<file path="src/rtl/ptv_map.svh">
// register offsets, reset values and timing counts of the pressure trip voting block
// assumes a 25 MHz aclk and pressures in hundredths of a psig, signed
//
// Contract
// each channel picks the second-highest of the three pressure values
// a channel trips when second-highest pressure reaches the rising setpoint
// two or more tripped channels actuate output channels 5 and 6
// the high-pressure trip is also sent out to actuation channels 1 to 4
// a channel trip clears by itself below the auto-reset threshold
// pressure spans -15 to +15 psig; setpoint and threshold are adjustable
// the operator parameter screen rejects values outside their range limits
// a manual trip press energises that channel's relays, bypassing automatic logic
// a reset press clears that channel's manual or automatic trip; here the automatic trip re-latches while the vote holds
// a manual press selects manual mode, swaps lamps, drops automatic contacts
// a reset press turns off that channel's trip and manual lamps; here the trip lamp stays lit while the vote holds
// after a reset, another trip press actuates the channel again
// auto and manual selection exists once per logic channel
// each output contact closes after an adjustable 0 to 15 minute delay
// input to output response stays below 500 ms
// shared field status drives both cabinets' lamps and plant status
// there is no bypass or inhibit; voting is always active
// output actuation stays latched until that channel's reset press
`ifndef PTV_MAP_SVH
`define PTV_MAP_SVH

`define PTV_ADDR_SETPOINT  8'h00
`define PTV_ADDR_RST_THR   8'h04
`define PTV_ADDR_DELAY5    8'h08
`define PTV_ADDR_DELAY6    8'h0c
`define PTV_ADDR_STATUS    8'h10
`define PTV_ADDR_EVENT     8'h14
`define PTV_ADDR_MASK      8'h18
`define PTV_ADDR_FIELD     8'h1c

`define PTV_SETPOINT_RST   16'h012c
`define PTV_RST_THR_RST    16'h0122
`define PTV_P_MIN          16'hfa24
`define PTV_P_MAX          16'h05dc
`define PTV_DELAY_RST      10'h000
`define PTV_DELAY_MAX      10'h384

`define PTV_EV_VOTE        0
`define PTV_EV_MTRIP       1
`define PTV_EV_RESET       2
`define PTV_EV_MODE        3

`define PTV_RESP_OKAY      2'h0
`define PTV_RESP_SLVERR    2'h2

`define PTV_CLK_KHZ        25000
`define PTV_SEC_MS         1000
`define PTV_RESP_MS        500

`endif

</file>
<file path="src/rtl/ptv_pkg.sv">
// types shared by the pressure trip voting files
// assumes ptv_map.svh supplies the numbers
package ptv_pkg;
  typedef enum logic [1:0] {
    PTV_MODE_AUTO   = 2'b01,
    PTV_MODE_MANUAL = 2'b10
  } ptv_mode_e;
  typedef logic signed [15:0] ptv_press_t;
endpackage : ptv_pkg

</file>
<file path="src/rtl/ptv_trip_vote.sv">
// containment pressure trip voting, manual controls, lamps and register slave
// assumes pin inputs are asynchronous and AXI4-Lite comes from aclk logic
`timescale 1ns/1ps
`include "ptv_map.svh"
module ptv_trip_vote #(
  parameter int SEC_CYCLES  = `PTV_SEC_MS * `PTV_CLK_KHZ,
  parameter int RESP_CYCLES = `PTV_RESP_MS * `PTV_CLK_KHZ
) (
  input  wire logic        aclk,
  input  wire logic        aresetn,
  input  wire logic [7:0]  awaddr,
  input  wire logic        awvalid,
  output logic             awready,
  input  wire logic [31:0] wdata,
  input  wire logic [3:0]  wstrb,
  input  wire logic        wvalid,
  output logic             wready,
  output logic [1:0]       bresp,
  output logic             bvalid,
  input  wire logic        bready,
  input  wire logic [7:0]  araddr,
  input  wire logic        arvalid,
  output logic             arready,
  output logic [31:0]      rdata,
  output logic [1:0]       rresp,
  output logic             rvalid,
  input  wire logic        rready,
  input  wire logic [15:0] press_a,
  input  wire logic [15:0] press_b,
  input  wire logic [15:0] press_c,
  input  wire logic [1:0]  pb_trip,
  input  wire logic [1:0]  pb_reset,
  input  wire logic [1:0]  pb_manual,
  input  wire logic [1:0]  pb_auto,
  input  wire logic [7:0]  field_status,
  output logic [1:0]       actuation_output_contact,
  output logic             building_high_pressure_trip,
  output logic [2:0]       channel_trip,
  output logic [1:0]       lamp_trip,
  output logic [1:0]       lamp_auto,
  output logic [1:0]       lamp_manual,
  output logic [7:0]       status_lamp_odd,
  output logic [7:0]       status_lamp_even,
  output logic [7:0]       plant_status,
  output logic             irq
);
  function automatic ptv_pkg::ptv_press_t clamp_press(input ptv_pkg::ptv_press_t p);
    if (p < $signed(`PTV_P_MIN)) return $signed(`PTV_P_MIN);
    if (p > $signed(`PTV_P_MAX)) return $signed(`PTV_P_MAX);
    return p;
  endfunction : clamp_press

  function automatic ptv_pkg::ptv_press_t second_highest(
    input ptv_pkg::ptv_press_t a, input ptv_pkg::ptv_press_t b, input ptv_pkg::ptv_press_t c);
    ptv_pkg::ptv_press_t hi;
    ptv_pkg::ptv_press_t lo;
    hi = (a > b) ? a : b;
    lo = (a > b) ? b : a;
    hi = (hi < c) ? hi : c;
    return (lo > hi) ? lo : hi;
  endfunction : second_highest

  function automatic logic [31:0] merge(input logic [31:0] old, input logic [31:0] nw,
                                        input logic [3:0] strb);
    logic [31:0] r;
    r = old;
    for (int i = 0; i < 4; i++) begin
      if (strb[i]) r[8*i +: 8] = nw[8*i +: 8];
    end
    return r;
  endfunction : merge

  // two-stage synchronisers; buttons get a third stage for edges
  logic [47:0] p1_press;
  logic [47:0] p2_press;
  logic [7:0]  p1_btn;
  logic [7:0]  p2_btn;
  logic [7:0]  p3_btn;
  logic [7:0]  p1_field;
  logic [7:0]  p2_field;

  always_ff @(posedge aclk) begin
    if (!aresetn) begin
      p1_press <= 48'h0;
      p2_press <= 48'h0;
      p1_btn   <= 8'h00;
      p2_btn   <= 8'h00;
      p3_btn   <= 8'h00;
      p1_field <= 8'h00;
      p2_field <= 8'h00;
    end else begin
      p1_press <= {press_c, press_b, press_a};
      p2_press <= p1_press;
      p1_btn   <= {pb_auto, pb_manual, pb_reset, pb_trip};
      p2_btn   <= p1_btn;
      p3_btn   <= p2_btn;
      p1_field <= field_status;
      p2_field <= p1_field;
    end
  end

  logic [7:0] btn_edge;
  logic [1:0] trp_edge;
  logic [1:0] rst_edge;
  logic [1:0] man_edge;
  logic [1:0] aut_edge;
  assign btn_edge = p2_btn & ~p3_btn;
  assign trp_edge = btn_edge[1:0];
  assign rst_edge = btn_edge[3:2];
  assign man_edge = btn_edge[5:4];
  assign aut_edge = btn_edge[7:6];

  // register bus state
  logic        aw_held;
  logic        w_held;
  logic [7:0]  aw_q;
  logic [31:0] wd_q;
  logic [3:0]  ws_q;
  logic        next_aw_held;
  logic        next_w_held;
  logic [7:0]  next_aw_q;
  logic [31:0] next_wd_q;
  logic [3:0]  next_ws_q;
  logic        next_awready;
  logic        next_wready;
  logic        next_bvalid;
  logic [1:0]  next_bresp;
  logic        next_arready;
  logic        next_rvalid;
  logic [31:0] next_rdata;
  logic [1:0]  next_rresp;
  logic        wr_go;
  logic        rd_go;
  // software registers
  logic [15:0] setpoint;
  logic [15:0] rst_thr;
  logic [9:0]  delay_s [2];
  logic [3:0]  ev;
  logic [3:0]  ev_mask;
  logic [15:0] next_setpoint;
  logic [15:0] next_rst_thr;
  logic [9:0]  next_delay_s [2];
  logic [3:0]  next_ev;
  logic [3:0]  next_ev_mask;
  logic [3:0]  ev_set;
  logic [3:0]  ev_clr;
  logic [31:0] tmp;
  // protection core
  ptv_pkg::ptv_press_t sh [3];
  ptv_pkg::ptv_press_t next_sh [3];
  ptv_pkg::ptv_mode_e  mode [2];
  ptv_pkg::ptv_mode_e  next_mode [2];
  logic [2:0]  next_channel_trip;
  logic        vote;
  logic [1:0]  act_latch;
  logic [1:0]  next_act_latch;
  logic [1:0]  man_trip;
  logic [1:0]  next_man_trip;
  logic [1:0]  demand;
  logic [1:0]  closed;
  logic [31:0] sec_cnt;
  logic        tick;

  assign wr_go = aw_held && w_held && !bvalid;
  assign rd_go = arvalid && arready;

  always_comb begin
    next_aw_held = aw_held;
    next_aw_q    = aw_q;
    next_w_held  = w_held;
    next_wd_q    = wd_q;
    next_ws_q    = ws_q;
    if (awvalid && awready) begin
      next_aw_held = 1'b1;
      next_aw_q    = awaddr;
    end
    if (wvalid && wready) begin
      next_w_held = 1'b1;
      next_wd_q   = wdata;
      next_ws_q   = wstrb;
    end
    if (wr_go) begin
      next_aw_held = 1'b0;
      next_w_held  = 1'b0;
    end
    next_bvalid  = wr_go || (bvalid && !bready);
    next_awready = !next_aw_held && !next_bvalid;
    next_wready  = !next_w_held && !next_bvalid;
    next_bresp   = bresp;
    if (wr_go) begin
      if (aw_q[7:5] != 3'h0 || aw_q[1:0] != 2'h0) next_bresp = `PTV_RESP_SLVERR;
      else next_bresp = `PTV_RESP_OKAY;
    end
    next_rvalid  = rd_go || (rvalid && !rready);
    next_arready = !next_rvalid;
    next_rdata   = rdata;
    next_rresp   = rresp;
    if (rd_go) begin
      next_rresp = `PTV_RESP_OKAY;
      if (araddr == `PTV_ADDR_SETPOINT) next_rdata = {16'h0, setpoint};
      else if (araddr == `PTV_ADDR_RST_THR) next_rdata = {16'h0, rst_thr};
      else if (araddr == `PTV_ADDR_DELAY5) next_rdata = {22'h0, delay_s[0]};
      else if (araddr == `PTV_ADDR_DELAY6) next_rdata = {22'h0, delay_s[1]};
      else if (araddr == `PTV_ADDR_STATUS) next_rdata = {16'h0, building_high_pressure_trip,
          lamp_manual, man_trip, act_latch, actuation_output_contact, 4'h0, channel_trip};
      else if (araddr == `PTV_ADDR_EVENT) next_rdata = {28'h0, ev};
      else if (araddr == `PTV_ADDR_MASK) next_rdata = {28'h0, ev_mask};
      else if (araddr == `PTV_ADDR_FIELD) next_rdata = {24'h0, p2_field};
      else begin
        next_rdata = 32'h0;
        next_rresp = `PTV_RESP_SLVERR;
      end
    end
  end

  always_ff @(posedge aclk) begin
    if (!aresetn) begin
      aw_held <= 1'b0;
      w_held  <= 1'b0;
      aw_q    <= 8'h00;
      wd_q    <= 32'h0;
      ws_q    <= 4'h0;
      awready <= 1'b1;
      wready  <= 1'b1;
      bvalid  <= 1'b0;
      bresp   <= `PTV_RESP_OKAY;
      arready <= 1'b1;
      rvalid  <= 1'b0;
      rdata   <= 32'h0;
      rresp   <= `PTV_RESP_OKAY;
    end else begin
      aw_held <= next_aw_held;
      w_held  <= next_w_held;
      aw_q    <= next_aw_q;
      wd_q    <= next_wd_q;
      ws_q    <= next_ws_q;
      awready <= next_awready;
      wready  <= next_wready;
      bvalid  <= next_bvalid;
      bresp   <= next_bresp;
      arready <= next_arready;
      rvalid  <= next_rvalid;
      rdata   <= next_rdata;
      rresp   <= next_rresp;
    end
  end

  // adjustable values; range checks belong to the operator screen
  always_comb begin
    next_setpoint   = setpoint;
    next_rst_thr    = rst_thr;
    next_delay_s[0] = delay_s[0];
    next_delay_s[1] = delay_s[1];
    next_ev_mask    = ev_mask;
    tmp             = 32'h0;
    if (wr_go) begin
      if (aw_q == `PTV_ADDR_SETPOINT) begin
        tmp           = merge({16'h0, setpoint}, wd_q, ws_q);
        next_setpoint = tmp[15:0];
      end else if (aw_q == `PTV_ADDR_RST_THR) begin
        tmp          = merge({16'h0, rst_thr}, wd_q, ws_q);
        next_rst_thr = tmp[15:0];
      end else if (aw_q == `PTV_ADDR_DELAY5 || aw_q == `PTV_ADDR_DELAY6) begin
        tmp = merge({22'h0, delay_s[aw_q[2]]}, wd_q, ws_q);
        // longer requests saturate at fifteen minutes
        next_delay_s[aw_q[2]] = (tmp > 32'(`PTV_DELAY_MAX)) ? `PTV_DELAY_MAX : tmp[9:0];
      end else if (aw_q == `PTV_ADDR_MASK) begin
        tmp          = merge({28'h0, ev_mask}, wd_q, ws_q);
        next_ev_mask = tmp[3:0];
      end
    end
    ev_set = 4'h0;
    ev_set[`PTV_EV_VOTE]  = vote && !building_high_pressure_trip;
    ev_set[`PTV_EV_MTRIP] = |trp_edge;
    ev_set[`PTV_EV_RESET] = |rst_edge;
    ev_set[`PTV_EV_MODE]  = |(man_edge | aut_edge);
    ev_clr  = (rd_go && araddr == `PTV_ADDR_EVENT) ? ev : 4'h0;
    // a new event in the clearing cycle survives
    next_ev = (ev & ~ev_clr) | ev_set;
  end

  always_ff @(posedge aclk) begin
    if (!aresetn) begin
      setpoint   <= `PTV_SETPOINT_RST;
      rst_thr    <= `PTV_RST_THR_RST;
      delay_s[0] <= `PTV_DELAY_RST;
      delay_s[1] <= `PTV_DELAY_RST;
      ev_mask    <= 4'h0;
      ev         <= 4'h0;
      irq        <= 1'b0;
    end else begin
      setpoint   <= next_setpoint;
      rst_thr    <= next_rst_thr;
      delay_s[0] <= next_delay_s[0];
      delay_s[1] <= next_delay_s[1];
      ev_mask    <= next_ev_mask;
      ev         <= next_ev;
      irq        <= |(next_ev & next_ev_mask);
    end
  end

  // vote has no bypass input by design
  assign vote = (channel_trip[0] && channel_trip[1]) || (channel_trip[0] && channel_trip[2]) ||
                (channel_trip[1] && channel_trip[2]);

  always_comb begin
    for (int i = 0; i < 3; i++) begin
      // each instrument channel selects from all three values
      next_sh[i] = second_highest(clamp_press(p2_press[15:0]), clamp_press(p2_press[31:16]),
                                  clamp_press(p2_press[47:32]));
      next_channel_trip[i] = channel_trip[i];
      if (sh[i] >= $signed(setpoint)) next_channel_trip[i] = 1'b1;
      else if (sh[i] < $signed(rst_thr)) next_channel_trip[i] = 1'b0;
    end
    for (int j = 0; j < 2; j++) begin
      // holding vote re-latches, so trip cannot be reset while still voted
      next_act_latch[j] = vote || (act_latch[j] && !rst_edge[j]);
      next_man_trip[j]  = trp_edge[j] || (man_trip[j] && !rst_edge[j]);
      next_mode[j] = mode[j];
      case (mode[j]) // one selector per logic channel
        ptv_pkg::PTV_MODE_AUTO:   if (man_edge[j]) next_mode[j] = ptv_pkg::PTV_MODE_MANUAL;
        ptv_pkg::PTV_MODE_MANUAL: if (aut_edge[j] || rst_edge[j]) next_mode[j] = ptv_pkg::PTV_MODE_AUTO;
        default:                  next_mode[j] = ptv_pkg::PTV_MODE_AUTO;
      endcase
      // reset outranks a manual press landing in the same cycle
      if (rst_edge[j]) next_mode[j] = ptv_pkg::PTV_MODE_AUTO;
      demand[j] = act_latch[j] && mode[j] == ptv_pkg::PTV_MODE_AUTO;
    end
  end

  always_ff @(posedge aclk) begin
    if (!aresetn) begin
      for (int i = 0; i < 3; i++) sh[i] <= 16'sh0000;
      mode[0]                     <= ptv_pkg::PTV_MODE_AUTO;
      mode[1]                     <= ptv_pkg::PTV_MODE_AUTO;
      channel_trip                <= 3'h0;
      act_latch                   <= 2'h0;
      man_trip                    <= 2'h0;
      building_high_pressure_trip <= 1'b0;
      actuation_output_contact    <= 2'h0;
      lamp_trip                   <= 2'h0;
      lamp_auto                   <= 2'h3;
      lamp_manual                 <= 2'h0;
      status_lamp_odd             <= 8'h00;
      status_lamp_even            <= 8'h00;
      plant_status                <= 8'h00;
    end else begin
      for (int i = 0; i < 3; i++) sh[i] <= next_sh[i];
      mode[0]                     <= next_mode[0];
      mode[1]                     <= next_mode[1];
      channel_trip                <= next_channel_trip;
      act_latch                   <= next_act_latch;
      man_trip                    <= next_man_trip;
      building_high_pressure_trip <= vote;
      // manual trip skips the delay and the mode selector
      actuation_output_contact    <= closed | man_trip;
      lamp_trip                   <= next_act_latch | next_man_trip;
      for (int j = 0; j < 2; j++) begin
        lamp_auto[j]   <= next_mode[j] == ptv_pkg::PTV_MODE_AUTO;
        lamp_manual[j] <= next_mode[j] == ptv_pkg::PTV_MODE_MANUAL;
      end
      status_lamp_odd             <= p2_field;
      status_lamp_even            <= p2_field;
      plant_status                <= p2_field;
    end
  end

  always_ff @(posedge aclk) begin
    if (!aresetn) sec_cnt <= 32'h0;
    else if (tick) sec_cnt <= 32'h0;
    else sec_cnt <= sec_cnt + 32'h1;
  end
  assign tick = sec_cnt == 32'(SEC_CYCLES - 1);

  for (genvar g = 0; g < 2; g++) begin : g_delay
    ptv_close_delay i_ptv_close_delay (
      .aclk    (aclk),
      .aresetn (aresetn),
      .demand  (demand[g]),
      .tick    (tick),
      .delay_s (delay_s[g]),
      .closed  (closed[g])
    );
  end

  // helper: cycles a voted trip has waited for contact 5 with zero delay
  logic [31:0] wait_cnt;
  always_ff @(posedge aclk) begin
    if (!aresetn || !(vote && demand[0] && delay_s[0] == 10'h000) || actuation_output_contact[0])
      wait_cnt <= 32'h0;
    else wait_cnt <= wait_cnt + 32'h1;
  end

  property p_resp;
    @(posedge aclk) disable iff (!aresetn) wait_cnt < 32'(RESP_CYCLES);
  endproperty
  a_resp: assert property (p_resp) else $error("response time exceeded");

  property p_second;
    @(posedge aclk) disable iff (!aresetn)
      $past(aresetn) |-> sh[1] == second_highest(clamp_press($past(p2_press[15:0])),
        clamp_press($past(p2_press[31:16])), clamp_press($past(p2_press[47:32])));
  endproperty
  a_second: assert property (p_second) else $error("wrong second-highest pressure");

  property p_trip_set;
    @(posedge aclk) disable iff (!aresetn) sh[0] >= $signed(setpoint) |=> channel_trip[0];
  endproperty
  a_trip_set: assert property (p_trip_set) else $error("channel did not trip");

  property p_trip_clr;
    @(posedge aclk) disable iff (!aresetn)
      sh[2] < $signed(rst_thr) && sh[2] < $signed(setpoint) |=> !channel_trip[2];
  endproperty
  a_trip_clr: assert property (p_trip_clr) else $error("channel did not auto-reset");

  property p_vote;
    @(posedge aclk) disable iff (!aresetn)
      channel_trip[1] && channel_trip[2] |=> act_latch == 2'h3 && building_high_pressure_trip;
  endproperty
  a_vote: assert property (p_vote) else $error("two-of-three vote missed");

  property p_man;
    @(posedge aclk) disable iff (!aresetn) trp_edge[0] |-> ##2 actuation_output_contact[0];
  endproperty
  a_man: assert property (p_man) else $error("manual trip did not energise");

  property p_reset;
    @(posedge aclk) disable iff (!aresetn)
      rst_edge[0] && !vote && !trp_edge[0] |=> !man_trip[0] && !lamp_trip[0] && !lamp_manual[0];
  endproperty
  a_reset: assert property (p_reset) else $error("reset left trip or lamps on");

  property p_manual;
    @(posedge aclk) disable iff (!aresetn)
      (mode[1] == ptv_pkg::PTV_MODE_MANUAL && !man_trip[1]) [*3] |-> !actuation_output_contact[1];
  endproperty
  a_manual: assert property (p_manual) else $error("manual mode kept contact");

  property p_latch;
    @(posedge aclk) disable iff (!aresetn) act_latch[1] && !rst_edge[1] |=> act_latch[1];
  endproperty
  a_latch: assert property (p_latch) else $error("actuation dropped without reset");

  property p_field;
    @(posedge aclk) disable iff (!aresetn)
      status_lamp_odd == status_lamp_even && plant_status == status_lamp_odd;
  endproperty
  a_field: assert property (p_field) else $error("field status differs by cabinet");
endmodule : ptv_trip_vote

</file>
<file path="src/rtl/ptv_close_delay.sv">
// closure delay of one actuation output contact
// assumes tick is a one-cycle pulse once per second from the parent
`timescale 1ns/1ps
`include "ptv_map.svh"
module ptv_close_delay (
  input  wire logic       aclk,
  input  wire logic       aresetn,
  input  wire logic       demand,
  input  wire logic       tick,
  input  wire logic [9:0] delay_s,
  output logic            closed
);
  logic [9:0] count;
  logic [9:0] next_count;
  logic       next_closed;

  always_comb begin
    next_count  = count;
    next_closed = closed;
    if (!demand) begin
      next_count  = 10'h000;
      next_closed = 1'b0;
    end else if (count >= delay_s) begin
      next_closed = 1'b1;
    end else if (tick) begin
      next_count = count + 10'h001;
    end
  end

  always_ff @(posedge aclk) begin
    if (!aresetn) begin
      count  <= 10'h000;
      closed <= 1'b0;
    end else begin
      count  <= next_count;
      closed <= next_closed;
    end
  end

  property p_zero_delay;
    @(posedge aclk) disable iff (!aresetn)
      demand && delay_s == 10'h000 |=> closed;
  endproperty
  a_zero_delay: assert property (p_zero_delay) else $error("zero delay did not close");

  property p_open_idle;
    @(posedge aclk) disable iff (!aresetn)
      !demand |=> !closed;
  endproperty
  a_open_idle: assert property (p_open_idle) else $error("contact closed without demand");
endmodule : ptv_close_delay

</file>
<file path="config.mk">
export PLATFORM = sky130hd
export DESIGN_NAME = ptv_trip_vote
export DESIGN_NICKNAME = d
export VERILOG_FILES = /design/src/rtl/ptv_pkg.sv /design/src/rtl/ptv_trip_vote.sv /design/src/rtl/ptv_close_delay.sv
export VERILOG_INCLUDE_DIRS = /design/src /design/src/rtl
export SDC_FILE = /design/constraint.sdc
export NUM_CORES = 1
export LEC_CHECK = 0
export BUFFER_PORTS_ARGS = -buffer_cell sky130_fd_sc_hd__buf_4
export CAP_MARGIN = 10
export CORE_MARGIN = 4
export CORE_UTILIZATION = 55
export DETAILED_ROUTE_END_ITERATION = 8
export MAX_ROUTING_LAYER = met4
export PLACE_DENSITY = 0.73
export SYNTH_ARGS = -nofsm -noshare
export SYNTH_HDL_FRONTEND = slang
export SYNTH_SLANG_ARGS = --single-unit
</file>
<file path="constraint.sdc">
create_clock -name aclk -period 16.3 [get_ports aclk]
set_input_delay 3.26 -clock aclk [delete_from_list [all_inputs] [get_ports aclk]]
set_output_delay 3.26 -clock aclk [all_outputs]
set_load 0.02 [all_outputs]
</file>
Word-level counts from Yosys, hierarchy flattened
Memories as Yosys holds them, arrays and structs flattened. A register that Yosys moved wholly into a read port is not among the register bits. Index checks and enable logic that the tools add are counted.

Bits in registers: 342. Memory bits (writable): 72. Bits of input ports: 123. Output and inout bits: 78. Logic and storage cells: 279. Memories: 3.

Memory list: sh (words 3, bits a word 16, read ports 3, clocked after Yosys merged registers in 0, wr ports 3, RTL line ptv_trip_vote.sv:149) `ptv_pkg::ptv_press_t sh [3];`; delay_s (words 2, bits a word 10, read ports 3, clocked after Yosys merged registers in 1, wr ports 2, RTL line ptv_trip_vote.sv:137) `logic [9:0] delay_s [2];`; mode (words 2, bits a word 2, read ports 2, clocked after Yosys merged registers in 0, wr ports 2, RTL line ptv_trip_vote.sv:151) `ptv_pkg::ptv_mode_e mode [2];`.

Add/sub/neg operators: 3. Magnitude comparators: 20. Equal/unequal tests: 20. Multiplexer cells: 106. Bitwise operators: 21. Reductions and logical operators: 63.

Operators by type and width (count): $mux 16 (24); $mux 8 (23); $mux 20 (4); $lt 16x16->1 (4); $ge 16x16->1 (3); $gt 16x12->1 const B (3); $lt 16x12->1 const B (3); $eq 8x5->1 const B (5); $mux 10 (4); $mux 2 (17); $add 32x1->32 const B (1); $eq 32x25->1 const B (1); $eq 8x4->1 const B (4); $gt 16x16->1 (2); $gt 32x10->1 const B (1); $mux 4 (7); $mux 1 (23); $logic_and 1x1->1 (21); $add 10x1->10 const B (2); $bwmux 20 (1); $ge 10x10->1 (2); $eq 8x3->1 const B (2); $logic_not 8->1 (2); $logic_or 1x1->1 (12); other kinds (23) (62).

Longest topological paths before layout
Depth in word-level cells: 14. Gate-level depth with buffers: 36. Depth with buffers taken out: 33.

Hierarchy
A second synthesis with hierarchy kept.

Cell total of the unflattened synthesis: 1955. Area, all modules: 17125.2 um^2.

By module, submodules not included: ptv_trip_vote (instances 1, cells each 1761, area each 15511.1 um^2, seq. area each 6826.5 um^2); ptv_close_delay (instances 2, cells each 97, area each 807.0 um^2, seq. area each 220.2 um^2).

Worst setup path after synthesis
Ideal clock, no wire load.

Path type: reg-to-reg. Start: reg p2_press[20]. End: mem sh[0][31] (netlist name). Setup time: 130 ps. Data arrival time: 6674 ps. Data required time: 16170 ps. Path slack: 9496 ps. Cell stages (with the launch flop): 35. Path buffers: 5. Clock period less this slack: 6804 ps. Cell sequence: dfxtp_1 o2111ai_1 a21oi_1 o21ai_0 a21oi_1 clkbuf_1 a21o_1 inv_1 ha_1 and2_0 nand4_1 a211o_1 o2111ai_2 mux2i_4 clkbuf_1 clkbuf_1 o21ai_0 ha_1 a2111oi_0 o21ai_0 a21oi_1 nand4_1 o21ai_4 buf_6 mux2i_1 ha_1 nor2b_1 o21bai_1 a211oi_1 a211oi_1 o21bai_1 mux2i_1 o21ai_1 clkbuf_1 o22ai_1.

RTL lines: start, declared (RTL line ptv_trip_vote.sv:75) `logic [47:0] p2_press;`; start signal, assigned (RTL line ptv_trip_vote.sv:93) `p2_press <= p1_press;`; end, declared (RTL line ptv_trip_vote.sv:149).

==> out/metrics.csv <==
stage,metric,value,unit
place,io_buffers,182,
floorplanning,core-area,30000,sq um
clock_network,cts_setup_buffers,0,
pwr,power_density,114,nW/um^2
drt,viasPerCell,5.47,
timing,period_needed,8.23,ns
synthesis,synth_top_area_share,43.0,%
finish,nNetsFinal,2264,
synthesis,synth.area.top_cells,"dfxtp_1, ha_1, nand2_1",
timing,worstMarginPinSlew,1.02,ns
floorplanning,start_util,56.4,%
finish,drive_gt1_share,13.3,%
drt,vias,13390,
synthesis,synth_area,16900,sq um
synthesis,synth_seq_area_share,43.0,%
setup_path,rr_endpoint,sh[0][40]$_SDFF_PN0_,
synthesis,synth_flop_cell,dfxtp_1,
setup_path,reg2reg_slack,8.07,ns
setup_path,cp-end-kind,flop,
timing,drv_slew,0,
drt,drtIter0Drc,1088,
place,dp_slack,8.12,ns
clock_network,cts_max_level,2,
min_path,min_path_cells,1,
setup_path,critPathLaunchType,flop,
clock_network,clk_latency,0.53,ns
setup_path,crit_type,flop to flop,
synthesis,ys_warn_count,0,
global_routing,grt_pass1_vias,13192,
finish,diodes,0,
clock_network,clk_pin_slew_worst_paths,0.06,ns
job,max_cap_violations,0,
floorplanning,fp.dieW,183,um
clock_network,numCtsBuffers,38,
synthesis,synth_cell_types,67,
drt,drtAntennaViolNets,0,
floorplanning,dieHeight,183,um
setup_path,required,16.66,ns
synthesis,netlist_instances,1915,
drt,wl_per_cell,16.7,um
global_routing,grt_overflow,0,
drt,wl,41000,um
clock_network,cts_resized,0,
setup_path,crit_slowest_cell,o21ai_1,
global_routing,grt_max_degree,131,
setup_path,regToRegStartpoint,p2_press[15]$_SDFF_PN0_,
place,dp_hpwl,31000,um
setup_path,critical-path-max-stage-delay,0.74,ns
floorplanning,row_count,63,
clock_network,ctsHoldBuffers,0,
min_path,min_from,p1_press[23]$_SDFF_PN0_,
finish,layout.cells.most_common,dfxtp_1,
timing,finClkSkew,0.0127,ns
global_routing,grt_pass1_wl,66300,um
timing,finalCritPeriodShare,50.5,%
clock_network,clockBufferDepth,3,
floorplanning,dieArea,33600,sq um
finish,fin_cells,2450,
drt,drcViolationCount,0,
timing,rsz0062_at_grt,false,
timing,finalHoldWorstSlack,0.427,ns
timing,setup_tns,0,ns
min_path,hold_end,p2_press[23]$_SDFF_PN0_,
clock_network,cts_root_buffer,clkbuf_16,
synthesis,synth-edff-count,0,
setup_path,cp_data_arrival_time,8.60,ns
timing,setup_viol,0,
global_routing,grt.total_usage,24.6,%
place,dp_cells,2385,
synthesis,yosysTopAreaCell,dfxtp_1,
clock_network,clock_sinks,363,
finish,area_delta_synth_final,15.5,%
pwr,peakVddDrop,0.0000794,V
timing,hold_viol,0,
timing,setup_ws,8.07,ns
clock_network,cts_tree,done,
timing,fmax,0.121,GHz
floorplanning,ios,201,
synthesis,ys_ff_latch,363,
timing,max_slew_margin,31.9,%
synthesis,async_flop_share,0,%
finish,final_cell_mix,"dfxtp_1, nand2_1, buf_4",
setup_path,r2r_cells,29,
synthesis,syn_area_per_cell,8.83,sq um
place,place.gp.congestion,0.989,
global_routing,antenna_found_initial,0,
pwr,leakagePower,0.00818,uW
setup_path,worstPathMaxFanout,32,
drt,first_pass_iters,7,
min_path,hold_path_class,flop to flop,
outcome,outcome,completed,
## final cells by class
type	instances	area, sq um
flip-flops and latches	363	7270
multi-input cells	1342	8700
repair buffers	187	1430
well taps	390	488
fillers	2486	10400
clock inverters	9	144
inverters	104	390
clock buffers	55	1100
## worst max-delay path, delay by kind of cell, from the launching register on
family,cells,cell delay (ns)
and+or+nand+nor,4,0.84
adders and majority gates,3,0.91
DFF,1,0.58
muxes,4,1.34
buffers and inverters,2,0.47
AOI/OAI and AO/OA,16,3.90
## logic make-up (layout without fill, tap and decap cells)
kind of cell	after synthesis	after routing	synth area share, %
AND/OR/NAND/NOR	748	748	22.2
AO/OA/AOI/OAI	375	375	15.0
flip-flops	363	363	43.0
buffers and inverters	227	355	5.92
adder cells (fa/ha/maj)	105	105	7.77
multiplexers	65	65	4.49
XOR/XNOR	31	31	1.61
other	1	18	0.0222
## per-stage QoR
step	util, %	power, uW	cell area [sq um]
final	65.2	2220	19500
after detailed placement	60.9	1380	18200
after global placement	60.9	1370	18200
after global routing	65.2	2330	19500
after CTS	65.1	2240	19500
after floorplan	-	1260	17000
## flip-flops by register name, indices dropped and copies added, names as in the netlist, 16 cells and up, named ones only
signal / count
g_delay.i_ptv_close_delay.count: 20
sh: 16
setpoint: 16
rdata: 16
p2_press: 48
wd_q: 32
sec_cnt: 32
rst_thr: 16
p1_press: 48
delay_s: 20
## cell usage after synthesis (all sizes together) (37+ instances only)
cell type  instances
dfxtp            363
nand2            269
and2             158
ha               105
inv              104
nor2              98
a21boi            92
clkbuf            82
a21oi             79
o21ai             53
nand3             48
mux2i             45
buf               41
nor2b             37
## where the power goes
group          leakage [uW]  switching (uW)  internal, uW
registers           0.00297            39.0           937
logic               0.00460             215           171
clock network      0.000605             344           518
## per-layer routing
layer  up-vias  GRT usage (%)  part of all wire (%)
met3        92           3.51                   5.3
met1      6172           30.3                    43
met5         -              -                     0
met4         0           7.93                   3.2
met2       372           42.0                    49
li1       6754              -                     -
## worst max-delay path by stage
stage	startpoint	to
CTS	p2_press[30]$_SDFF_PN0_	sh[0][36]$_SDFF_PN0_
global route	p2_press[20]$_SDFF_PN0_	sh[0][36]$_SDFF_PN0_
finish	p2_press[15]$_SDFF_PN0_	sh[0][40]$_SDFF_PN0_
floorplan	p2_press[20]$_SDFF_PN0_	sh[0][31]$_SDFF_PN0_
global placement	p2_press[30]$_SDFF_PN0_	sh[0][35]$_SDFF_PN0_
detailed placement	p2_press[15]$_SDFF_PN0_	sh[0][36]$_SDFF_PN0_
Note: power is estimated with default switching activity, not from simulation.
